==> src/hw/cbrs_regs.svh <==
`ifndef CBRS_REGS_SVH
`define CBRS_REGS_SVH

// ==========================================================
// Device addresses of the internal register file (8-bit form)
`define CBRS_DEV_ADDR_A 8'h70
`define CBRS_DEV_ADDR_B 8'h72

// ==========================================================
// Register file layout
`define CBRS_OPC_FIRST 8'h00
`define CBRS_OPC_LAST 8'h11
`define CBRS_OPC_COUNT 18
`define CBRS_ROUTE_IDX 8'h10
`define CBRS_ROUTE_ROM 8'h01
`define CBRS_ROUTE_DDC 8'h02
`define CBRS_REG_RESET 8'h00

// ==========================================================
// Echo guard count in mclk cycles, and bits per serial byte
`define CBRS_ECHO_GUARD 3'h4
`define CBRS_BYTE_BITS 4'h8

`endif

==> src/hw/cbrs_pkg.sv <==
package cbrs_pkg;

   // Clock and data of one two-wire pair
   typedef struct packed {
      logic clock;
      logic data;
   } cbrs_pair_t;

   typedef enum logic [1:0] {
      RT_ROM,
      RT_REG,
      RT_DDC
   } cbrs_route_t;

   typedef enum logic [3:0] {
      ST_IDLE,
      ST_ADDR,
      ST_ACK_A,
      ST_SUB,
      ST_ACK_S,
      ST_WDATA,
      ST_ACK_W,
      ST_RDATA,
      ST_RACK
   } cbrs_bus_st_t;

endpackage

==> src/hw/cbrs_switch.sv <==
`timescale 1ns/1ps
`default_nettype none
`include "cbrs_regs.svh"

module cbrs_switch (
   input wire logic mclk,
   input wire logic sys_rst,
   input wire cbrs_pkg::cbrs_pair_t ctrl_serial_in,
   output cbrs_pkg::cbrs_pair_t ctrl_serial_out,
   output cbrs_pkg::cbrs_pair_t ctrl_serial_oe,
   input wire cbrs_pkg::cbrs_pair_t card_rom_in,
   output cbrs_pkg::cbrs_pair_t card_rom_out,
   output cbrs_pkg::cbrs_pair_t card_rom_oe,
   input wire cbrs_pkg::cbrs_pair_t monitor_bus_in,
   output cbrs_pkg::cbrs_pair_t monitor_bus_out,
   output cbrs_pkg::cbrs_pair_t monitor_bus_oe,
   output cbrs_pkg::cbrs_route_t route
);

   // ==========================================================
   // Input synchronisers: index 0 clock, 1 data; ctrl, rom, ddc
   logic [5:0] raw_in;
   logic [5:0] sync1_q;
   logic [5:0] sync2_q;
   logic [5:0] sync3_q;
   logic [5:0] filt_q;
   logic [5:0] prev_q;

   assign raw_in = {monitor_bus_in.data, monitor_bus_in.clock,
                    card_rom_in.data, card_rom_in.clock,
                    ctrl_serial_in.data, ctrl_serial_in.clock};

   genvar gi;
   generate
      for (gi = 0; gi < 6; gi = gi + 1) begin : g_sync
         always_ff @(posedge mclk or posedge sys_rst) begin
            if (sys_rst) begin
               sync1_q[gi] <= 1'b1;
               sync2_q[gi] <= 1'b1;
               sync3_q[gi] <= 1'b1;
               filt_q[gi] <= 1'b1;
               prev_q[gi] <= 1'b1;
            end else begin
               sync1_q[gi] <= raw_in[gi];
               sync2_q[gi] <= sync1_q[gi];
               sync3_q[gi] <= sync2_q[gi];
               // A level counts only once two stages agree
               if (sync2_q[gi] == sync3_q[gi]) begin
                  filt_q[gi] <= sync3_q[gi];
               end
               prev_q[gi] <= filt_q[gi];
            end
         end
      end
   endgenerate

   logic scl_rise;
   logic scl_fall;
   logic start_ev;
   logic stop_ev;
   logic sda_f;

   assign sda_f = filt_q[1];
   assign scl_rise = filt_q[0] & ~prev_q[0];
   assign scl_fall = ~filt_q[0] & prev_q[0];
   assign start_ev = filt_q[0] & prev_q[0] & prev_q[1] & ~filt_q[1];
   assign stop_ev = filt_q[0] & prev_q[0] & ~prev_q[1] & filt_q[1];

   // ==========================================================
   // Register file and bus slave
   cbrs_pkg::cbrs_route_t route_q;
   cbrs_pkg::cbrs_bus_st_t st_q;
   logic [7:0] regs_q [0:`CBRS_OPC_COUNT-1];
   logic [7:0] shift_q;
   logic [7:0] tx_q;
   logic [7:0] ptr_q;
   logic [3:0] cnt_q;
   logic rw_q;
   logic nak_q;
   logic slave_sda_q;
   logic [1:0] route_req_q;
   logic seen_start_q;
   logic addr_hit;
   logic ptr_ok;
   logic [7:0] rd_byte;

   assign addr_hit = ({shift_q[7:1], 1'b0} == `CBRS_DEV_ADDR_A) ||
                     ({shift_q[7:1], 1'b0} == `CBRS_DEV_ADDR_B);
   assign ptr_ok = (ptr_q <= `CBRS_OPC_LAST);
   // Reserved locations read back as zero
   assign rd_byte = ptr_ok ? regs_q[ptr_q[4:0]] : 8'h00;

   always_ff @(posedge mclk or posedge sys_rst) begin
      if (sys_rst) begin
         st_q <= cbrs_pkg::ST_IDLE;
         shift_q <= 8'h00;
         tx_q <= 8'h00;
         ptr_q <= 8'h00;
         cnt_q <= 4'h0;
         rw_q <= 1'b0;
         nak_q <= 1'b0;
         slave_sda_q <= 1'b0;
      end else if (start_ev) begin
         st_q <= cbrs_pkg::ST_ADDR;
         cnt_q <= 4'h0;
         slave_sda_q <= 1'b0;
      end else if (stop_ev) begin
         st_q <= cbrs_pkg::ST_IDLE;
         slave_sda_q <= 1'b0;
      end else begin
         unique case (st_q)
            cbrs_pkg::ST_IDLE: begin
            end
            cbrs_pkg::ST_ADDR, cbrs_pkg::ST_SUB, cbrs_pkg::ST_WDATA: begin
               if (scl_rise) begin
                  shift_q <= {shift_q[6:0], sda_f};
                  cnt_q <= cnt_q + 4'h1;
               end else if (scl_fall && cnt_q == `CBRS_BYTE_BITS) begin
                  cnt_q <= 4'h0;
                  if (st_q == cbrs_pkg::ST_ADDR) begin
                     // Our address is acknowledged unless the monitor owns
                     if (addr_hit && route_q != cbrs_pkg::RT_DDC) begin
                        slave_sda_q <= 1'b1;
                        rw_q <= shift_q[0];
                        st_q <= cbrs_pkg::ST_ACK_A;
                     end else begin
                        st_q <= cbrs_pkg::ST_IDLE;
                     end
                  end else if (st_q == cbrs_pkg::ST_SUB) begin
                     ptr_q <= shift_q;
                     slave_sda_q <= 1'b1;
                     st_q <= cbrs_pkg::ST_ACK_S;
                  end else begin
                     ptr_q <= ptr_q + 8'h01;
                     slave_sda_q <= 1'b1;
                     st_q <= cbrs_pkg::ST_ACK_W;
                  end
               end
            end
            cbrs_pkg::ST_ACK_A: begin
               if (scl_fall) begin
                  if (rw_q) begin
                     slave_sda_q <= ~rd_byte[7];
                     tx_q <= {rd_byte[6:0], 1'b0};
                     ptr_q <= ptr_q + 8'h01;
                     st_q <= cbrs_pkg::ST_RDATA;
                  end else begin
                     slave_sda_q <= 1'b0;
                     st_q <= cbrs_pkg::ST_SUB;
                  end
               end
            end
            cbrs_pkg::ST_ACK_S, cbrs_pkg::ST_ACK_W: begin
               if (scl_fall) begin
                  slave_sda_q <= 1'b0;
                  st_q <= cbrs_pkg::ST_WDATA;
               end
            end
            cbrs_pkg::ST_RDATA: begin
               if (scl_rise) begin
                  cnt_q <= cnt_q + 4'h1;
               end else if (scl_fall) begin
                  if (cnt_q == `CBRS_BYTE_BITS) begin
                     cnt_q <= 4'h0;
                     slave_sda_q <= 1'b0;
                     st_q <= cbrs_pkg::ST_RACK;
                  end else begin
                     slave_sda_q <= ~tx_q[7];
                     tx_q <= {tx_q[6:0], 1'b0};
                  end
               end
            end
            cbrs_pkg::ST_RACK: begin
               if (scl_rise) begin
                  nak_q <= sda_f;
               end else if (scl_fall) begin
                  if (nak_q) begin
                     st_q <= cbrs_pkg::ST_IDLE;
                  end else begin
                     slave_sda_q <= ~rd_byte[7];
                     tx_q <= {rd_byte[6:0], 1'b0};
                     ptr_q <= ptr_q + 8'h01;
                     st_q <= cbrs_pkg::ST_RDATA;
                  end
               end
            end
         endcase
      end
   end

   // Written only on the serial clock edge that ends a data byte;
   // apart from that only sys_rst touches the array, clearing it to zero
   always_ff @(posedge mclk or posedge sys_rst) begin
      if (sys_rst) begin
         for (int i = 0; i < `CBRS_OPC_COUNT; i++) begin
            regs_q[i] <= `CBRS_REG_RESET;
         end
      end else if (!start_ev && !stop_ev && scl_fall &&
                   st_q == cbrs_pkg::ST_WDATA &&
                   cnt_q == `CBRS_BYTE_BITS && ptr_ok) begin
         regs_q[ptr_q[4:0]] <= shift_q;
      end
   end

   // ==========================================================
   // Route control
   always_ff @(posedge mclk or posedge sys_rst) begin
      if (sys_rst) begin
         route_q <= cbrs_pkg::RT_ROM;
         route_req_q <= 2'h0;
         seen_start_q <= 1'b0;
      end else begin
         // Opcode request is held until the transaction ends
         if (!start_ev && !stop_ev && scl_fall &&
             st_q == cbrs_pkg::ST_WDATA && cnt_q == `CBRS_BYTE_BITS &&
             ptr_q == `CBRS_ROUTE_IDX) begin
            // Any value but the two route codes leaves the route alone
            route_req_q <= (shift_q == `CBRS_ROUTE_ROM) ? 2'h1 :
                           (shift_q == `CBRS_ROUTE_DDC) ? 2'h2 : 2'h0;
         end
         if (start_ev) begin
            seen_start_q <= 1'b1;
         end
         unique case (route_q)
            cbrs_pkg::RT_ROM: begin
               if (!start_ev && !stop_ev && scl_fall &&
                   st_q == cbrs_pkg::ST_ADDR &&
                   cnt_q == `CBRS_BYTE_BITS && addr_hit) begin
                  route_q <= cbrs_pkg::RT_REG;
               end
            end
            cbrs_pkg::RT_REG: begin
               if (stop_ev) begin
                  route_req_q <= 2'h0;
                  seen_start_q <= 1'b0;
                  if (route_req_q == 2'h1) begin
                     route_q <= cbrs_pkg::RT_ROM;
                  end else if (route_req_q == 2'h2) begin
                     route_q <= cbrs_pkg::RT_DDC;
                  end
               end
            end
            cbrs_pkg::RT_DDC: begin
               if (stop_ev) begin
                  seen_start_q <= 1'b0;
                  if (seen_start_q) begin
                     route_q <= cbrs_pkg::RT_REG;
                  end
               end
            end
            default: begin
               route_q <= cbrs_pkg::RT_ROM;
            end
         endcase
      end
   end

   // ==========================================================
   // Pass-through of both lines in both directions
   // After a side lets go, its far line still reads low through the
   // synchroniser; a guard time keeps that stale low from echoing back
   logic [1:0] up_oe_q;
   logic [1:0] rom_oe_q;
   logic [1:0] ddc_oe_q;
   logic [2:0] up_hold_q [0:1];
   logic [2:0] dn_hold_q [0:1];
   logic zero_q;

   generate
      for (gi = 0; gi < 2; gi = gi + 1) begin : g_pass
         logic pass;
         logic dn_f;
         logic dn_oe;
         logic dn_drive;
         logic up_drive;
         assign pass = (route_q != cbrs_pkg::RT_REG);
         assign dn_f = (route_q == cbrs_pkg::RT_ROM) ? filt_q[2+gi] :
                       filt_q[4+gi];
         assign dn_oe = rom_oe_q[gi] | ddc_oe_q[gi];
         assign dn_drive = pass & ~filt_q[gi] & ~up_oe_q[gi] &
                           (up_hold_q[gi] == 3'h0);
         assign up_drive = ((gi == 1) & slave_sda_q) |
                           (pass & ~dn_f & ~dn_oe &
                            (dn_hold_q[gi] == 3'h0));
         always_ff @(posedge mclk or posedge sys_rst) begin
            if (sys_rst) begin
               up_oe_q[gi] <= 1'b0;
               rom_oe_q[gi] <= 1'b0;
               ddc_oe_q[gi] <= 1'b0;
               up_hold_q[gi] <= 3'h0;
               dn_hold_q[gi] <= 3'h0;
            end else begin
               up_oe_q[gi] <= up_drive;
               rom_oe_q[gi] <= dn_drive & (route_q == cbrs_pkg::RT_ROM);
               ddc_oe_q[gi] <= dn_drive & (route_q == cbrs_pkg::RT_DDC);
               if (up_oe_q[gi] && !up_drive) begin
                  up_hold_q[gi] <= `CBRS_ECHO_GUARD;
               end else if (up_hold_q[gi] != 3'h0) begin
                  up_hold_q[gi] <= up_hold_q[gi] - 3'h1;
               end
               if (dn_oe && !dn_drive) begin
                  dn_hold_q[gi] <= `CBRS_ECHO_GUARD;
               end else if (dn_hold_q[gi] != 3'h0) begin
                  dn_hold_q[gi] <= dn_hold_q[gi] - 3'h1;
               end
            end
         end
      end
   endgenerate

   always_ff @(posedge mclk or posedge sys_rst) begin
      if (sys_rst) begin
         zero_q <= 1'b0;
      end else begin
         zero_q <= 1'b0;
      end
   end

   assign ctrl_serial_oe = '{clock: up_oe_q[0], data: up_oe_q[1]};
   assign card_rom_oe = '{clock: rom_oe_q[0], data: rom_oe_q[1]};
   assign monitor_bus_oe = '{clock: ddc_oe_q[0], data: ddc_oe_q[1]};
   assign ctrl_serial_out = '{clock: zero_q, data: zero_q};
   assign card_rom_out = '{clock: zero_q, data: zero_q};
   assign monitor_bus_out = '{clock: zero_q, data: zero_q};
   assign route = route_q;

endmodule // cbrs_switch

`default_nettype wire

==> config.mk <==
export PLATFORM = sky130hd
export DESIGN_NAME = cbrs_switch
export DESIGN_NICKNAME = d
export VERILOG_FILES = /design/src/hw/cbrs_pkg.sv /design/src/hw/cbrs_switch.sv
export VERILOG_INCLUDE_DIRS = /design/src /design/src/hw
export SDC_FILE = /design/constraint.sdc
export NUM_CORES = 1
export LEC_CHECK = 0
export ABC_AREA = 1
export ABC_CLOCK_PERIOD_IN_PS = 9000
export BUFFER_PORTS_ARGS = -buffer_cell sky130_fd_sc_hd__clkbuf_2
export CORE_ASPECT_RATIO = 0.9
export CORE_MARGIN = 5
export CORE_UTILIZATION = 45
export CTS_CLUSTER_SIZE = 14
export DETAILED_ROUTE_END_ITERATION = 12
export GPL_ROUTABILITY_DRIVEN = 1
export MAX_ROUTING_LAYER = met4
export PLACE_DENSITY = 0.59
export SYNTH_ARGS = -nofsm -noshare
export SYNTH_HDL_FRONTEND = slang
export SYNTH_SLANG_ARGS = --single-unit
export TNS_END_PERCENT = 10
==> constraint.sdc <==
create_clock -name mclk -period 9 [get_ports mclk]
set_input_delay 0.45 -clock mclk [delete_from_list [all_inputs] [get_ports mclk]]
set_output_delay 0.45 -clock mclk [all_outputs]
set_load 0.05 [all_outputs]
==> flow_summary.toml <==
[cells_and_area]
syn2layout_area_growth_pct = 10.0
fin_cells = 1706
antenna_cells = 0
utilization_pct = 50.6
design_area_mm2 = 0.0123
drive_above_1_share_pct = 11.0
nets = 1380

[place]
portBuffers = 15
dpl-instance-area_mm2 = 0.0114
place_ws_ns = 6.09
place_inst = 1652
hpwl_mm = 17.3
routabilityCongestion = 0.908

[detailed_routing]
dr.pass1.iters = 5
drc = 0
routedWlPerCell_um = 16.2
ant_nets = 0
viasPerCell = 5.09
vias = 8692
wirelength_mm = 27.6
first_iter_violations = 824

[floorplan]
fp.dieArea_mm2 = 0.0282
die_h_um = 160
ios = 22
rows = 54
core_area_mm2 = 0.0244
die_w_um = 176
start_util_pct = 46.0

[timing]
whs_ns = 0.0429
skew_ns = 0.00862
final-hold-violation-count = 0
period_share_pct = 30.5
setup_viol = 0
relSlewSlack_pct = 31.6
drv_slew = 0
period_needed_ns = 2.74
tightest_slew_ns = 1.03
fin_setup_tns_ns = 0
setup_slack_ns = 6.26
max_freq_mhz = 364
rsz0062_at_grt = "no"

[grt]
grt_pass1_vias = 8062
track_usage_pct = 20.3
grt_pass1_wl_mm = 45.3
grt_antenna_before_repair = 0
grt_max_degree = 97
overflow = 0

[logic_synthesis]
yosysWarnings = 0
syn_area_mm2 = 0.0112
ys_seq_area_share_pct = 50.9
ys_seq_elements = 227
synth_ff_type = "dfrtp_1"
synth-edff-count = 0
synthArstFlopShare_pct = 100
syn_area_per_cell_um2 = 8.26
synth_top_area_share_pct = 44.8
synthTopCellsByArea = "dfrtp_1 45%, nand2_1 15%, dfstp_2 6.1%"
synth_cell_type_count = 47
yosysTopAreaCell = "dfrtp_1"
netlist_instances = 1358

[pwr]
p_total_mw = 3.41
power_density_mw_per_mm2 = 276
seqPwrFrac_pct = 35.2
p_int_mw = 2.08
peakVddDrop_uv = 165
p_leak_nw = 5.77
p_sw_mw = 1.33
combPwrFrac_pct = 33.1
p_sw_share_pct = 39.0
pwr-share-clk_pct = 31.8

[clocking]
cts.clk_slew.worst_paths_ns = 0.06
cts_tree = "built"
cts_root_buf = "clkbuf_16"
cts_resized = 0
clock_sinks = 227
cts_buffers = 26
worstSkewPairLatency_ns = 0.53
htree_levels = 1
cts.path.max_buffers = 3

[run_status]
status = "finished, final reports clean"

[flow_run]
cap_violations = 0

[worst_setup_path]
path_class = "reg -> reg"
cp.arrival_ns = 3.16
cp-start-kind = "flop"
setup.worst_path.start = "ptr_q[0]"
worstPathRequired_ns = 9.41
r2r-start = "ptr_q[0]"
crit_path_max_fanout = 76
worstSetupEndpointType = "flop"

[worst_hold_path]
hold_path_class = "in -> async"
[synthesized netlist by cell type, drive strengths merged (4+ instances only)]
| library cell | instances |
|---|---|
| inv | 92 |
| xnor2 | 4 |
| a21oi | 22 |
| ha | 22 |
| a21boi | 11 |
| nand3 | 110 |
| o21ai | 183 |
| clkbuf | 36 |
| maj3 | 6 |
| nand4 | 10 |
| buf | 36 |
| nand2 | 469 |
| dfstp | 26 |
| dfrtp | 201 |
| nor3 | 27 |
| nor2 | 81 |
[logic make-up (layout without fill, tap and decap cells)]
logic type	after synthesis	after routing	synth area share, %
and+or+nand+nor	704	704	27.7
DFF	227	227	50.9
AOI/OAI and AO/OA	226	226	11.0
buffers and inverters	165	172	6.86
adders and majority gates	28	28	2.99
xor gates and xnor gates	7	7	0.547
other	1	6	0.0334
[placed cells by master, fill, tap and decap left out, types with 3 or more instances in the layout]
cell	instances
o21ai_0	74
or2_2	3
a21oi_1	21
clkinv_2	5
maj3_1	6
a31oi_1	3
clkbuf_1	6
clkbuf_8	6
nand3_1	105
nand3_4	5
nand2_2	7
o21ai_1	97
clkbuf_2	15
nand2_1	453
inv_1	85
dlygate4sd3_1	6
dfrtp_1	200
buf_4	10
nand4_1	10
a21boi_0	10
nor2_4	3
nor3_1	23
nor2_1	74
xnor2_1	4
ha_1	22
inv_2	5
o21ai_2	12
clkbuf_16	27
conb_1	6
xor2_1	3
dfstp_2	26
nand2_4	9
[repair_timing]
item | 4_1_cts | 5_1_grt
hold endpoints to repair | 6 | 0
hold buffers | 6 | 0
setup buffers | 0 | 0
[final cells by class]
type | instances | area [um^2]
clock inverters | 9 | 100
well taps | 336 | 420
clock buffers | 39 | 781
flip-flops and latches | 227 | 5710
inverters | 93 | 362
multi-input cells | 971 | 4750
fillers | 2354 | 12000
repair buffers | 31 | 210
[path summary, 6_finish.rpt]
| kind | cells past startpoint | endpoint | slack (ns) |
|---|---|---|---|
| setup / recovery | 9 | tx_q[3] | 6.26 |
| hold / removal | 2 | dn_hold_q[4] | 0.04 |
| setup reg to reg | 9 | tx_q[3] | 6.26 |
| hold reg to reg | 0 | sync2_q[0] | 0.35 |
| max in group asynchronous | 4 | regs_q[55] | 6.79 |
| min in group mclk | 0 | sync2_q[0] | 0.35 |
[sequential cells by signal (all words and copies together) (netlist names)]
name / flops
slave_sda_q: 1
sync2_q: 6
shift_q: 8
nak_q: 1
tx_q: 7
ctrl_serial_oe: 2
st_q: 4
sync1_q: 6
filt_q: 5
ptr_q: 8
seen_start_q: 1
route: 2
monitor_bus_oe: 2
sda_f: 1
card_rom_oe: 2
sync3_q: 6
rw_q: 1
regs_q: 144
up_hold_q: 6
cnt_q: 4
dn_hold_q: 6
prev_q: 2
route_req_q: 2
[power by group through the flow]
stage	logic [mW]	clock network, mW	registers (mW)
6_report	1.13	1.08	1.20
5_1_grt	1.27	1.15	1.21
4_1_cts	1.13	1.10	1.20
3_5_place_dp	1.13	0	1.22
3_3_place_gp	1.11	0	1.21
2_1_floorplan	0.814	0	1.21
[critical path: stages, from the launching register on]
cell and delay (ns):
dfrtp_2 0.33, buf_4 0.67, inv_2 0.07, buf_4 0.39, nand2_1 0.16, nand3_1 0.09, a21boi_0 0.58, nor3_1 0.11
nand2_1 0.09, a21oi_1 0.06
[layer usage]
metal / vias up / track usage [%] / wire length [um]
met5: - / - / 0
met2: 180 / 28.0 / 11300
met3: 44 / 2.98 / 1180
met1: 4090 / 31.8 / 14500
li1: 4378 / - / -
met4: 0 / 4.29 / 625
(Power assumes the default switching activity.)
